File: src/inc/bwd_pkg.sv
// Package: constants and types of the board watchdog and reset collector
package bwd_pkg;
  // ==========================================
  // Clock and timing
  localparam int CLK_HZ = 40000000;
  localparam int STEP_MIN_MS = 125;
  localparam int STEP_COUNT = 12;
  localparam int STEP_W = 4;
  localparam int MS_PER_S = 1000;
  // Cycles per 125 ms base tick
  localparam int BASE_TICK_CYC = (CLK_HZ / MS_PER_S) * STEP_MIN_MS;
  // Step 11 is 125 ms * 2**11 = 256 s, counted in base ticks
  localparam int TICK_W = 12;
  localparam int RST_PULSE_MS = 1;
  localparam int RST_PULSE_CYC = (CLK_HZ / MS_PER_S) * RST_PULSE_MS;
  localparam logic [STEP_W-1:0] STEP_MAX = 4'hB;
  // ==========================================
  // Expiry actions
  typedef enum logic [1:0] {
    BWD_ACT_LINE5 = 2'h0,
    BWD_ACT_NMI = 2'h1,
    BWD_ACT_RESET = 2'h2
  } bwd_action_t;
  // ==========================================
  // Reset sequencer states, Gray coded except STRETCH to RUN
  typedef enum logic [1:0] {
    BWD_RS_RUN = 2'h0,
    BWD_RS_HOLD = 2'h1,
    BWD_RS_STRETCH = 2'h3
  } bwd_rst_state_t;
endpackage

File: src/hw/bwd_sync.sv
// Two-flop synchroniser for a vector of asynchronous inputs
`timescale 1ns/1ps
module bwd_sync #(
  parameter int WIDTH = 1
) (
  input wire logic i_clk,
  input wire logic i_rst_b,
  input wire logic [WIDTH-1:0] i_async,
  output logic [WIDTH-1:0] o_sync
);
  typedef struct packed {
    logic [WIDTH-1:0] meta;
    logic [WIDTH-1:0] sync;
  } bwd_sync_state_t;
  bwd_sync_state_t s_q;
  bwd_sync_state_t s_d;

  // ==========================================
  // Next state: first stage feeds only the second
  always_comb begin
    s_d = s_q;
    s_d.meta = i_async;
    s_d.sync = s_q.meta;
  end

  // Reset to idle-high: all inputs are active-low
  always_ff @(posedge i_clk or negedge i_rst_b) begin
    if (!i_rst_b) begin
      s_q <= '{meta: '1, sync: '1};
    end else begin
      s_q <= s_d;
    end
  end

  assign o_sync = s_q.sync;
endmodule

File: src/hw/bwd_top.sv
// Board watchdog timer with reset collection logic
`timescale 1ns/1ps
// Summary of operation
// RULE1: On expiry exactly one configured action fires: line five IRQ, NMI, or board reset.
// RULE2: Timeout chooses one of twelve steps from 125 ms to 256 s (doubling).
// RULE3: Once enabled the watchdog cannot be disabled; only reset clears it.
// RULE4: Expiry with the reset action, push-button or bridge request resets the board and local peripherals.
// RULE5: Board is held in reset while any supply-fail indication is active.
// RULE6: The yellow status indicator is on exactly while the watchdog is enabled.
// RULE7: Software retriggers before timeout; each retrigger restarts the full interval.
module bwd_top
  import bwd_pkg::*;
#(
  parameter int BASE_CYC = bwd_pkg::BASE_TICK_CYC,
  parameter int PULSE_CYC = bwd_pkg::RST_PULSE_CYC
) (
  input wire logic i_clk,
  input wire logic i_rst_b,
  input wire logic i_wd_write,
  input wire logic i_wd_enable,
  input wire logic [bwd_pkg::STEP_W-1:0] i_wd_step,
  input wire logic [1:0] i_wd_action,
  input wire logic i_button_b,
  input wire logic i_bridge_rst_b,
  input wire logic i_v5_fail_b,
  input wire logic i_v33_fail_b,
  input wire logic i_dcdc_fail_b,
  output logic o_interrupt_line_five,
  output logic o_nmi,
  output logic o_board_rst_b,
  output logic o_periph_rst_b,
  output logic o_watchdog_status_indicator,
  output logic o_wd_enabled
);
  import bwd_pkg::*;

  // Bit positions of the synchronised reset and supply-fail pins
  localparam int SRC_N = 5;
  localparam int SRC_BUTTON = 4;
  localparam int SRC_BRIDGE = 3;
  localparam int SRC_V5 = 2;
  localparam int SRC_V33 = 1;
  localparam int SRC_DCDC = 0;
  localparam int BASE_W = $clog2(BASE_CYC + 1);
  localparam int PULSE_W = $clog2(PULSE_CYC + 1);

  typedef struct packed {
    logic enabled;
    logic [STEP_W-1:0] step;
    bwd_action_t action;
    logic [BASE_W-1:0] base_cnt;
    logic [TICK_W-1:0] tick_cnt;
    logic irq;
    logic nmi;
    logic expire;
    bwd_rst_state_t rst_st;
    logic [PULSE_W-1:0] pulse_cnt;
  } bwd_state_t;
  bwd_state_t s_q;
  bwd_state_t s_d;

  logic [SRC_N-1:0] sync_b;
  logic button_b;
  logic bridge_b;
  logic power_bad;
  logic ext_req;
  logic timeout;

  // Ticks needed for a step: 2**step base periods
  function automatic logic [TICK_W-1:0] step_ticks(input logic [STEP_W-1:0] step);
    logic [STEP_W-1:0] s;
    s = (step > STEP_MAX) ? STEP_MAX : step;
    step_ticks = TICK_W'(1) << s;
  endfunction

  // ==========================================
  // Pin synchronisation
  bwd_sync #(
    .WIDTH(SRC_N)
  ) u_sync (
    .i_clk(i_clk),
    .i_rst_b(i_rst_b),
    .i_async({i_button_b, i_bridge_rst_b, i_v5_fail_b, i_v33_fail_b, i_dcdc_fail_b}),
    .o_sync(sync_b)
  );

  // Power failure and external requests act alike; neither outranks the other
  assign button_b = sync_b[SRC_BUTTON];
  assign bridge_b = sync_b[SRC_BRIDGE];
  assign power_bad = ~sync_b[SRC_V5] | ~sync_b[SRC_V33] | ~sync_b[SRC_DCDC]; // see RULE5
  assign ext_req = ~button_b | ~bridge_b; // see RULE4
  assign timeout = s_q.enabled && (s_q.tick_cnt == step_ticks(s_q.step));

  // ==========================================
  // Watchdog and reset sequencer next state
  always_comb begin
    s_d = s_q;
    s_d.expire = 1'b0;
    // Config writes: enable is sticky, settings locked once running
    if (i_wd_write) begin
      if (!s_q.enabled) begin
        s_d.step = (i_wd_step > STEP_MAX) ? STEP_MAX : i_wd_step; // see RULE2
        s_d.action = bwd_action_t'(i_wd_action);
        s_d.enabled = i_wd_enable; // see RULE3
      end
      // Any write is a retrigger: restart full interval
      s_d.base_cnt = '0; // see RULE7
      s_d.tick_cnt = '0;
    end else if (s_q.enabled) begin
      if (timeout) begin
        s_d.expire = 1'b1;
        s_d.base_cnt = '0;
        s_d.tick_cnt = '0;
      end else if (s_q.base_cnt == BASE_W'(BASE_CYC - 1)) begin
        s_d.base_cnt = '0;
        s_d.tick_cnt = s_q.tick_cnt + TICK_W'(1); // see RULE2
      end else begin
        s_d.base_cnt = s_q.base_cnt + BASE_W'(1);
      end
    end
    // Exactly one action per expiry; interrupts stay until retrigger or board reset
    if (timeout) begin
      case (s_q.action)
        BWD_ACT_LINE5: s_d.irq = 1'b1; // see RULE1
        BWD_ACT_NMI: s_d.nmi = 1'b1; // see RULE1
        default: ;
      endcase
    end else if (i_wd_write) begin
      s_d.irq = 1'b0;
      s_d.nmi = 1'b0;
    end
    // Reset sequencer: hold while a source is active, then stretch
    case (s_q.rst_st)
      BWD_RS_RUN: begin
        if (power_bad || ext_req ||
            (timeout && s_q.action == BWD_ACT_RESET)) begin // see RULE4
          s_d.rst_st = BWD_RS_HOLD;
        end
      end
      BWD_RS_HOLD: begin
        s_d.pulse_cnt = '0;
        if (!power_bad && !ext_req) begin
          s_d.rst_st = BWD_RS_STRETCH;
        end
      end
      BWD_RS_STRETCH: begin
        if (power_bad || ext_req) begin
          s_d.rst_st = BWD_RS_HOLD;
        end else if (s_q.pulse_cnt == PULSE_W'(PULSE_CYC - 1)) begin
          s_d.rst_st = BWD_RS_RUN;
        end else begin
          s_d.pulse_cnt = s_q.pulse_cnt + PULSE_W'(1);
        end
      end
      default: s_d.rst_st = BWD_RS_HOLD;
    endcase
    // Board reset also clears the watchdog, as a power-on would
    if (s_q.rst_st != BWD_RS_RUN) begin
      s_d.enabled = 1'b0; // see RULE3
      s_d.irq = 1'b0;
      s_d.nmi = 1'b0;
      s_d.base_cnt = '0;
      s_d.tick_cnt = '0;
    end
  end

  // State register; comes up in hold so the board starts in reset
  always_ff @(posedge i_clk or negedge i_rst_b) begin
    if (!i_rst_b) begin
      s_q <= '{enabled: 1'b0, step: '0, action: BWD_ACT_LINE5, base_cnt: '0,
               tick_cnt: '0, irq: 1'b0, nmi: 1'b0, expire: 1'b0,
               rst_st: BWD_RS_HOLD, pulse_cnt: '0};
    end else begin
      s_q <= s_d;
    end
  end

  // ==========================================
  // Outputs, all from flip-flops
  assign o_interrupt_line_five = s_q.irq;
  assign o_nmi = s_q.nmi;
  assign o_board_rst_b = (s_q.rst_st == BWD_RS_RUN); // see RULE4
  assign o_periph_rst_b = (s_q.rst_st == BWD_RS_RUN); // see RULE4
  assign o_watchdog_status_indicator = s_q.enabled; // see RULE6
  assign o_wd_enabled = s_q.enabled;

  // ==========================================
  // Checks
  AST_ONE_ACTION: assert property (@(posedge i_clk) disable iff (!i_rst_b) // see RULE1
    s_q.expire |-> !(s_q.irq && s_q.nmi))
    else $error("both interrupt actions raised");
  AST_IRQ_ON_EXPIRY: assert property (@(posedge i_clk) disable iff (!i_rst_b) // see RULE1
    (timeout && s_q.action == BWD_ACT_LINE5 && s_q.rst_st == BWD_RS_RUN) |=> s_q.irq)
    else $error("line five not raised on expiry");
  AST_NMI_ON_EXPIRY: assert property (@(posedge i_clk) disable iff (!i_rst_b) // see RULE1
    (timeout && s_q.action == BWD_ACT_NMI && s_q.rst_st == BWD_RS_RUN) |=> s_q.nmi)
    else $error("nmi not raised on expiry");
  AST_RESET_ON_EXPIRY: assert property (@(posedge i_clk) disable iff (!i_rst_b) // see RULE4
    (timeout && s_q.action == BWD_ACT_RESET) |=> !o_board_rst_b)
    else $error("board reset not raised on expiry");
  AST_STEP_RANGE: assert property (@(posedge i_clk) disable iff (!i_rst_b) // see RULE2
    s_q.step <= STEP_MAX)
    else $error("timeout step out of range");
  AST_NO_DISABLE: assert property (@(posedge i_clk) disable iff (!i_rst_b) // see RULE3
    (s_q.enabled && s_q.rst_st == BWD_RS_RUN) |=> s_q.enabled)
    else $error("watchdog disabled while running");
  AST_POWER_HOLD: assert property (@(posedge i_clk) disable iff (!i_rst_b) // see RULE5
    power_bad |=> !o_board_rst_b ##1 !o_board_rst_b)
    else $error("board left reset during power fail");
  AST_BUTTON_RESET: assert property (@(posedge i_clk) disable iff (!i_rst_b) // see RULE4
    !button_b |=> (!o_board_rst_b && !o_periph_rst_b))
    else $error("button did not reset board");
  AST_LED: assert property (@(posedge i_clk) disable iff (!i_rst_b) // see RULE6
    (i_wd_write && i_wd_enable && s_q.rst_st == BWD_RS_RUN) |=> o_watchdog_status_indicator)
    else $error("indicator does not follow enable");
  AST_RETRIGGER: assert property (@(posedge i_clk) disable iff (!i_rst_b) // see RULE7
    (i_wd_write && s_q.enabled) |=> (s_q.tick_cnt == '0 && s_q.base_cnt == '0))
    else $error("retrigger did not restart count");
endmodule

File: config.mk
export PLATFORM = sky130hd
export DESIGN_NAME = bwd_top
export DESIGN_NICKNAME = d
export VERILOG_FILES = /design/src/inc/bwd_pkg.sv /design/src/hw/bwd_sync.sv /design/src/hw/bwd_top.sv
export SDC_FILE = /design/constraint.sdc
export NUM_CORES = 1
export LEC_CHECK = 0
export ABC_AREA = 1
export BUFFER_PORTS_ARGS = -buffer_cell sky130_fd_sc_hd__buf_2
export CAP_MARGIN = 5
export CORE_AREA = 2 2 118 120
export CTS_CLUSTER_SIZE = 10
export DETAILED_ROUTE_END_ITERATION = 8
export DIE_AREA = 0 0 120 122
export PLACE_DENSITY = 0.46
export SLEW_MARGIN = 10
export SYNTH_ARGS = -nofsm -noshare
export SYNTH_HDL_FRONTEND = slang
export SYNTH_HIERARCHICAL = 1
export SYNTH_SLANG_ARGS = --single-unit
File: constraint.sdc
create_clock -name i_clk -period 5.75 [get_ports i_clk]
set_clock_uncertainty 0.1 [all_clocks]
set_input_delay 0.575 -clock i_clk [delete_from_list [all_inputs] [get_ports i_clk]]
set_output_delay 0.575 -clock i_clk [all_outputs]
set_load 0.02 [all_outputs]
After elaboration in Yosys (flattened, before gate mapping)
Cells that the tools add are included.
Cells by class
  mux-type cells: 23
  bitwise gates (word level): 9
  reduce and logical (&&, ||, !) cells: 21
  $mul: 0
  shift-type cells: 1
  add/sub/neg operators: 3
  eq/ne operators: 14
  magnitude comparators: 2
  div/mod/pow operators: 0
Operators with widths (number)
  35-bit 2-to-1 mux: 3
  37-bit 2-to-1 mux: 1
  16-bit 2-to-1 mux: 2
  16-bit case mux with 2 select lines: 1
  23-bit by 1-bit adder with 23-bit output, second input constant: 1
  23-bit == test, second input constant: 1
  23-bit 2-to-1 mux: 1
  16-bit by 1-bit adder with 16-bit output, second input constant: 1
  16-bit == test, second input constant: 1
  7-bit 2-to-1 mux: 2
  12-bit by 1-bit adder with 12-bit output, second input constant: 1
  12-bit == test: 1
  12-bit 2-to-1 mux: 1
  2-bit 2-to-1 mux: 6
  1-bit by 4-bit left shift with 12-bit output, first input constant: 1
  4-bit > comparator, second input constant: 2
  4-bit 2-to-1 mux: 2
  2-bit AND reduction: 4
  2-bit inequality test, second input constant: 3
  3-bit by 1-bit inequality test with 1-bit output, second input constant: 2
  1-bit inverter: 6
  2-bit case mux with 3 select lines: 1
  3-bit AND reduction: 2
  2-bit nonzero test: 3
  other kinds (12): 24
Word-level totals
  logic and storage cells: 84
  output and inout bits: 6
  memory bits (writable): 0
  register bits: 72
  bits in read-only memories: 0
  bits in latches: 0
  input port bits: 15
  memories: 0

Longest topological paths before layout
Gate-level depths: netlist of the first run.
  word-level depth: 9
  gate-level depth with buffers: 15
  gate-level depth less buffers: 13

Modules after synthesis
The synthesis of the first run kept the hierarchy.
Modules (own cells, without submodules)
  bwd_top: instances 1, sequential area each 1552.7 um^2, cells each 508, area each 3688.5 um^2
  bwd_sync: instances 1, sequential area each 262.8 um^2, cells each 10, area each 262.8 um^2

Worst setup path after synthesis of the first run
Ideal clock, no wire load.
  path kind: reg-to-reg
  start: register s_q[61] (netlist name)
  end: register s_q[47] (netlist name)
  path buffers: 2
  period minus slack after synthesis: 1.889 ns
  data required time: 5.524 ns
  library setup time: 0.126 ns
  setup slack: 3.861 ns
  data arrival time: 1.662 ns
  stages on the path, launching flop included: 13
  cells stage by stage: dfrtp_1 > buf_4 > nor2_1 > inv_1 > o21ai_0 > nand3_1 > nor2_2 > nand2_4 > nand3_4 > nand2_4 > inv_4 > buf_6 > nor2_1
On the way
  word-level cells in the longest chain between the ends: 9
Ends and longest elaborated chain
  start: declaration: line bwd_top.sv:59  | bwd_state_t s_q;
  start signal: assignment: line bwd_top.sv:170  | s_q <= '{enabled: 1'b0, step: '0, action: BWD_ACT_LINE5, base_cnt: '0,
  4-bit > comparator: line bwd_top.sv:72  | s = (step > STEP_MAX) ? STEP_MAX : step;
  4-bit 2-to-1 mux (*): line bwd_top.sv:72
  1-bit by 4-bit left shift with 12-bit output (*): line bwd_top.sv:73  | step_ticks = TICK_W'(1) << s;
  12-bit == test (*): line bwd_top.sv:92  | assign timeout = s_q.enabled && (s_q.tick_cnt == step_ticks(s_q.step));
  1-bit logical AND (*): line bwd_top.sv:92
  35-bit 2-to-1 mux (*): line bwd_top.sv:110  | if (timeout) begin
  35-bit 2-to-1 mux (*): line bwd_top.sv:109  | end else if (s_q.enabled) begin
  35-bit 2-to-1 mux (*): line bwd_top.sv:100  | if (i_wd_write) begin
  37-bit 2-to-1 mux (*): line bwd_top.sv:158  | if (s_q.rst_st != BWD_RS_RUN) begin
Every way passes the cells marked *; elsewhere a longest branch is shown, timed or not. The select of a mux whose other input is x is not followed.
A chain may end at the register's enable or synchronous reset.

Worst setup path after layout of the first run
  start: register s_q[16] (netlist name)
  end: register s_q[53] (netlist name)
On the way
  word-level cells in the longest chain between the ends: 2
  elaborated cells on any way between the ends: 3
  classes of those cells: mux (1); reduce/logical (2)
Ends and longest elaborated chain (line)
  2-bit nonzero test (*): bwd_top.sv:158
  3-bit nonzero test (no line) / 37-bit 2-to-1 mux (equally long branches)
Every way passes the cells marked *; elsewhere a longest branch is shown, timed or not.

==> out/summary.md, run 1 <==
Measured against its own limit, the worst slew margin works out to 38.5%. Via count of the first global-routing pass: 3369. The floorplan has 43 rows. The power per unit of standard cell area was 294 nW/µm². The run gives 1431 as the layout filler cell count.

The number of buffers added for setup after CTS came out at 0. For the upper clock frequency limit, the log shows 430 MHz. Setup violations remaining at the end of the flow were counted as 0. The type of the most critical hold path was input port to register.

The die covers 14600 µm². Count of pins over their slew limit: 0. TritonCTS built the clock tree. The clock period could shrink to 2320 ps. Clock transition at the registers of the reported paths: 60 ps. 21 I/O pins were placed. The tools report the clock tree buffer depth as 2. In this run the most critical hold path is launched from i_bridge_rst_b.

In the global route stage, met2 resource usage came out at 22.0%. The routed wirelength normalized by instance count was 12.6 µm; the deepest level of the CTS H-tree was 3. The run gives 518 as the number of instances in the synthesized netlist.

The initial antenna violation count is 0, and the DRC violations left is 0. Each instance of the synthesized netlist takes up on average 7.63 µm². The tools report the root buffer selected by CTS as clkbuf_16. The floorplan die width was 120 µm. The first-pass detailed-route iteration total is 7.

The tools report the mapped cell area as 3950 µm². Yosys printed 6 warnings. The logs give 0 ps for the total negative setup slack and 0.00206 µW for the leakage power. The first routing iteration left 268 violations. For the quantity of gates resized following cts, the log shows 0. The arrival time reported for the critical path endpoint came out at 2450 ps.

The share of cells above drive strength 1 came out at 11.5%. The number of placed cells counting well taps was 712. The first global-routing pass estimated 15900 µm of wire. The routed design has 9210 µm of wire.

For met1 alone, demand over resource in global routing was 17.3%. Buffers inserted during clock tree synthesis total 9. STA classifies the critical path startpoint as a register. Relative to the synthesized area, the layout overhead comes to 14.5%. The origin of the critical flop-to-flop path was s_q[16]. After layout, the worst path uses 40.4% of the clock period.

The initial core utilization came out at 29.3%. Setup repair after global routing left no endpoint under its margin. The logs give 0 for the count of nets left with antenna violations after detail routing and 0 for the final hold violation count. For the total via count in the routed design, the log shows 3425.

The run finished with clean final reports. For the pin with the worst max-slew slack, the measured transition is 922 ps. For the number of different library cells in the post-synthesis netlist, the log shows 38. At the later pin of the worst-skew pair, clock insertion delay measures 340 ps. STA classifies the critical path endpoint as a register. Global routing consumed, over all layers together, 13.6% of the routing resources. Count of port buffers added during placement: 20. The met3 track demand over resource was 3.56%. The via-per-instance ratio is 4.70. Synthesis produced a netlist with a net count of 536. The die is 122 µm tall.

The critical path in this run is classified as register to register. The tools report the max-cap violation count as 0. The HPWL after detailed placement came out at 6640 µm.

The global-route layer with the greatest usage was met2. The maximum fanout encountered on the critical timing path is 17, and the clock net sink count is 72. STA puts the critical path data required time at 5870 ps. The logs give 33.5% for the final cell utilization of the core and 0 for the number of antenna repair diodes.

Leaving out filler cells and counting taps, the final layout contains 728. The standard cell core area was 13500 µm²; the largest net degree at the start of global routing was 73. The tools report the number of hold-repair buffers added at the cts stage as 0. The start point of the critical path is s_q[16].

The total power consumption of the routed design is 1330 µW, and the post-synthesis sequential element count is 72. The maximum VDD drop is 0.151 mV. The congestion estimate from routability-driven global placement came to 0.873. The sequential share of the synthesized area was 45.9%; the total grt overflow was 0. At the end of the flow, the number of nets in the layout was 561.
==> cell usage in the layout (no fill, tap or decap), types with 13 or more instances in the layout <==
cell,synthesis,layout
buf_2,0,20
dfrtp_1,61,61
xor2_1,21,21
inv_1,65,65
nand3_1,37,37
nand2_1,132,132
nor2_1,71,71
nand4_1,26,26
o21ai_0,22,22
a21oi_1,13,13
==> per-stage QoR <==
stage	hold WS (ps)	setup WS, ps	cell area, µm²
after floorplan	179	3860	3950
after global placement	250	3400	4230
after detailed placement	249	3340	4230
after CTS	218	3420	4520
after global routing	219	3120	4520
final	232	3430	4520
==> registers in the layout, indices dropped and copies added (netlist names) <==
signal and flops:
s_q 59, u_sync/o_sync 5, u_sync/s_d 5, o_interrupt_line_five 1, o_nmi 1, o_watchdog_status_indicator 1
==> routing by layer <==
metal  part of all wire [%]  routed length [µm]
met2                     46                4260
met5                      0                   0
met3                    3.7                 341
met4                    1.4                 125
met1                     49                4480
==> cells in the mapped netlist (all sizes together) <==
cell type / instances / share of area [%]
nor2: 75 / 7.4
a32o: 1 / 0.25
o31ai: 2 / 0.38
a31oi: 1 / 0.16
ha: 3 / 0.95
xor2: 21 / 4.7
nand3: 38 / 5.1
dfstp: 11 / 7.3
inv: 69 / 6.6
nor3: 11 / 1.4
a22oi: 2 / 0.38
clkinv: 1 / 0.095
buf: 5 / 1.1
and3: 1 / 0.16
a21oi: 13 / 1.6
o21bai: 1 / 0.19
dfrtp: 61 / 39
or2: 1 / 0.16
nor4: 3 / 0.48
a22o: 1 / 0.22
o21ai: 23 / 3.0
xnor2: 2 / 0.44
clkbuf: 2 / 0.19
nand3b: 1 / 0.19
o22ai: 3 / 0.48
nand2: 136 / 13
nand4: 26 / 4.1
o32ai: 2 / 0.44
a21o: 1 / 0.19
nor3b: 1 / 0.19
==> final cells by class <==
type	count	area, µm²	share of cell area, %
Inverter	70	265	5.86
Clock inverter	6	41.3	0.913
Sequential cell	72	1820	40.1
Multi-Input combinational cell	369	1820	40.2
Timing Repair Buffer	21	108	2.38
Tap cell	180	225	4.98
Clock buffer	10	250	5.53
==> cells by family (layout without fill, tap and decap cells) <==
| group | Yosys count | in the layout | synth area share [%] |
|---|---|---|---|
| adders and majority gates | 3 | 3 | 0.950 |
| DFF | 72 | 72 | 45.9 |
| and+or+nand+nor | 293 | 293 | 32.6 |
| xor gates and xnor gates | 23 | 23 | 5.10 |
| AOI/OAI and AO/OA | 50 | 50 | 7.35 |
| buffers and inverters | 77 | 107 | 8.04 |
==> power breakdown <==
group	switching (µW)	internal, µW
Combinational	178	53.8
Clock	228	319
Sequential	19.8	531
Total	426	904
==> worst max-delay path, stage by stage (launching register included) <==
cell     delay (ps)
dfstp_2         530
inv_1            60
nand2_1         110
nor2_2          100
nand2_2         310
nand2_1         170
nor2_1          150
nand2_1         130
nor2_1          210
nand4_1         140
xor2_1          160
nor2_1           50
==> path summary, 6_finish.rpt <==
kind	to	slack, ps	cells after the start
min in group asynchronous	s_q[57]	360	2
worst min-delay path	u_sync/s_d[3]	230	1
worst max register to register	s_q[53]	3430	11
worst min register to register	u_sync/o_sync[1]	260	0
max in group asynchronous	s_q[42]	4590	2
worst max-delay path	s_q[53]	3430	11
Note: power is estimated with default switching activity, not from simulation.
==> run 2: changes to the inputs <==
ABC_AREA = 0   (was 1)
CORE_AREA = 2 2 120 122   (was 2 2 118 120)
DIE_AREA = 0 0 122 124   (was 0 0 120 122)
PLACE_DENSITY = 0.47   (was 0.46)
clock period = 2 ns   (was 5.75 ns; I/O delays follow)
==> out/summary.md, run 2 <==
The flow ran to the end, but the final reports show violations. The final reports fail on negative setup slack. The total grt overflow was 0 (unchanged).

The global-route wire length before repair came out at 18900 µm (+19%). The setup path with the least slack is of type register to register. For the HPWL after detailed placement, the log shows 7560 µm (+14%).

The logs give 61.8% (+23 points) for the remaining max-slew budget at the tightest pin and 6 (unchanged) for the count of warnings emitted by yosys. The logs give 350 ps (about the same) for the worst-skew pair later-pin latency and -316 ps (-3650 ps) for the worst slack at placement. The total wirelength of the detailed-routed design was 11100 µm (+20%). For the deepest level of the CTS H-tree, the log shows 3 (unchanged). The type of the most critical hold path was input port to register.

The run gives 0.497 mV (+230%) as the maximum VDD drop. The I/O pin total was 21 (unchanged); the final hold violation count was 0 (unchanged). The clock tree buffer depth was 2 (unchanged); the vertical extent of the die was 124 µm (+1.6%). The total power consumption of the routed design came out at 3480 µW (+160%).

Setup repair after global routing could not meet its margin everywhere. The critical path required time was 2110 ps (-3760 ps); the worst hold slack after final layout was 34.4 ps (-198 ps). TritonCTS built the clock tree. The largest total area in the synthesized netlist belongs to dfrtp_1. The tools report the DRC violation total after the first TritonRoute iteration as 165 (-38%). For this run, the leading register cell type out of synthesis is dfrtp_1. The nature of the critical path endpoint was a register. The post-synthesis sequential element count is 72 (unchanged), and the number of antenna repair diodes is 0 (unchanged). For the number of buffers created by CTS, the log shows 9 (unchanged). The number of nets in the synthesized netlist was 433 (-19%). The tree is rooted in a clkbuf_16.

The final critical-path share of the clock period is 113% (+73 points). Area share of the leading cell type in the synthesized netlist: 37.4% (-1.2 points). The sequential share of the synthesized area came out at 44.5% (-1.4 points). The number of instances in the synthesized netlist is 415 (-20%).

By instance count, the leading cell after synthesis is dfrtp_1. For the layout filler cell count, the log shows 1353 (-5.5%). From synthesis to final layout, the design area changed by 38.8%. The run gives 0 (unchanged) as the max-cap violation count. The share of cells above drive strength 1 works out to 37.6% (+26 points). The count of port buffers added during placement was 20 (unchanged); the mapped cell area was 4080 µm² (+3.2%).

The number of enable-type register cells in the synthesized netlist was 0 (unchanged); the synthesized area divided by synthesized cell count was 9.82 µm² (+29%). The number of nets in the final layout is 545 (-2.9%), and the final critical-path required period is 2260 ps (-65.5 ps). The floorplan die width works out to 122 µm (+1.7%). The maximum fanout encountered on the critical timing path was 17 (unchanged). The via count of the first global-routing pass came out at 3803 (+13%).

The arrival time reported for the critical path endpoint is 2370 ps (-80 ps), and the pin slew with the least headroom to its limit is 570 ps (-353 ps). Yosys attributes the largest share of cell area to dfrtp_1, dfstp_2, xor2_1. The run gives 72 (unchanged) as the clock net sink count. The largest net degree at the start of global routing came out at 42 (-42%).

The run gives 0 (unchanged) as the count of nets left with antenna violations after detail routing. Total negative setup slack: -7490 ps (-7490 ps). The top cell types in the final layout, fill and taps aside, are buf_4, dfrtp_1, nand2_1. The run gives 712 (-2.2%) as the number of standard cells in the final layout excluding fillers. The power per unit of standard cell area was 615 nW/µm² (+110%). The flip-flop count of the largest register after layout was 59 (unchanged). The clock transition at the registers of the reported paths came out at 60 ps (about the same). The area of the die was 15100 µm² (+3.3%). The number of different library cells in the post-synthesis netlist is 74 (+95%), and the leakage power is 0.00239 µW (+16%). The routed wirelength normalized by instance count is 15.6 µm (+23%), and the standard cell core area is 13700 µm² (+1.6%). The overall fraction of global-route tracks in use was 16.1% (+2.5 points). The library cell used most frequently in the layout, excluding fill and tap cells, is buf_4. For the first-pass detailed-route iteration total, the log shows 4 (-3).

Category of the worst setup path launch point: a register. Smallest setup slack after layout: -258 ps (-3680 ps). The initial antenna violation count came out at 0 (unchanged). The DRC violations left was 0 (unchanged); the share of synthesized flip-flops with an asynchronous set or reset was 100% (unchanged). Number of rows in the core area: 43 (unchanged).

The final weighted congestion in routability-driven placement was 0.868 (-0.58%). The register containing the most flip-flops in the final layout is s_q. The initial core utilization is 29.7% (+0.45 points), and the via-per-instance ratio is 5.12 (+8.9%). Sorting the synthesized cells by how often they occur yields dfrtp_1, nand2_1, nor2_1. The total via count in the routed design came out at 3648 (+6.5%).

The upper clock frequency limit was 443 MHz (+2.9%); the number of placed cells counting well taps was 678 (-4.8%). The tools report the count of pins over their slew limit as 0 (unchanged). Final-report setup violation count: 38 (+38).
==> run 2: path summary, 6_finish.rpt <==
check | startpoint | endpoint | slack (ps) | cells past startpoint
worst max-delay path | s_q[59] | s_q[41] | -260 | 8
min in group asynchronous | i_rst_b | s_q[9] | 210 | 2
max in group asynchronous | i_rst_b | u_sync/s_d[1] | 970 | 3
worst min-delay path | i_wd_step[2] | s_q[60] | 30 | 3
worst min register to register | u_sync/s_d[1] | u_sync/o_sync[1] | 240 | 0
worst max register to register | s_q[59] | s_q[41] | -260 | 8
==> run 2: worst max-delay path: stages, from the launching register on <==
cell     delay, ps
dfrtp_2        450
buf_6          130
nor4b_4        120
o21a_1         210
nor4_4         480
nand4_4        170
a21oi_4        200
buf_12         180
nor4_1          70
==> run 2: report_power, final <==
part	switching, µW	internal [µW]	leakage (µW)
sequential	22.9	1490	0.000950
clock	685	1020	0.000152
combinational	132	133	0.00128
total	840	2640	0.00239
==> run 2: layout make-up <==
class / instances / area [µm²] / area share [%]
Clock buffer: 10 / 239 / 4.22
Clock inverter: 6 / 75.1 / 1.33
Inverter: 8 / 30.0 / 0.531
Multi-Input combinational cell: 315 / 2340 / 41.4
Sequential cell: 72 / 1820 / 32.2
Tap cell: 180 / 225 / 3.98
Timing Repair Buffer: 121 / 925 / 16.3
==> run 2: kinds of logic after synthesis <==
family          count (synthesis)  share of synthesized area [%]
fa+ha+maj                       3                          0.921
buf+inv                        28                           3.74
xor+xnor                       26                           5.59
simple gates                  205                           31.2
flops                          72                           44.5
compound gates                 78                           13.2
mux                             3                          0.798
==> run 2: what timing repair did <==
item	4_1_cts	5_1_grt
buffers inserted	2	3
endpoints found under the setup margin	48	47
gates resized for setup	29	30
pin swaps	19	8
cloned	0	1
hold buffers	12	0
endpoints found under the hold margin	27	0
==> run 2: routing by layer <==
| metal | vias to the layer above | global-route usage [%] | wire [µm] |
|---|---|---|---|
| met2 | 39 | 25.7 | 5460 |
| met3 | 12 | 4.44 | 323 |
| met1 | 1808 | 20.8 | 5150 |
| met4 | 0 | 5.96 | 153 |
| met5 | - | 0 | 0 |
| li1 | 1789 | - | - |
==> run 2: per-stage QoR <==
step / util [%] / cell area [µm²]
finish: 41.2 / 5660
global route: 41.2 / 5660
CTS: 40.4 / 5540
detailed placement: 36.2 / 4970
global placement: 36.2 / 4970
floorplan: - / 4120
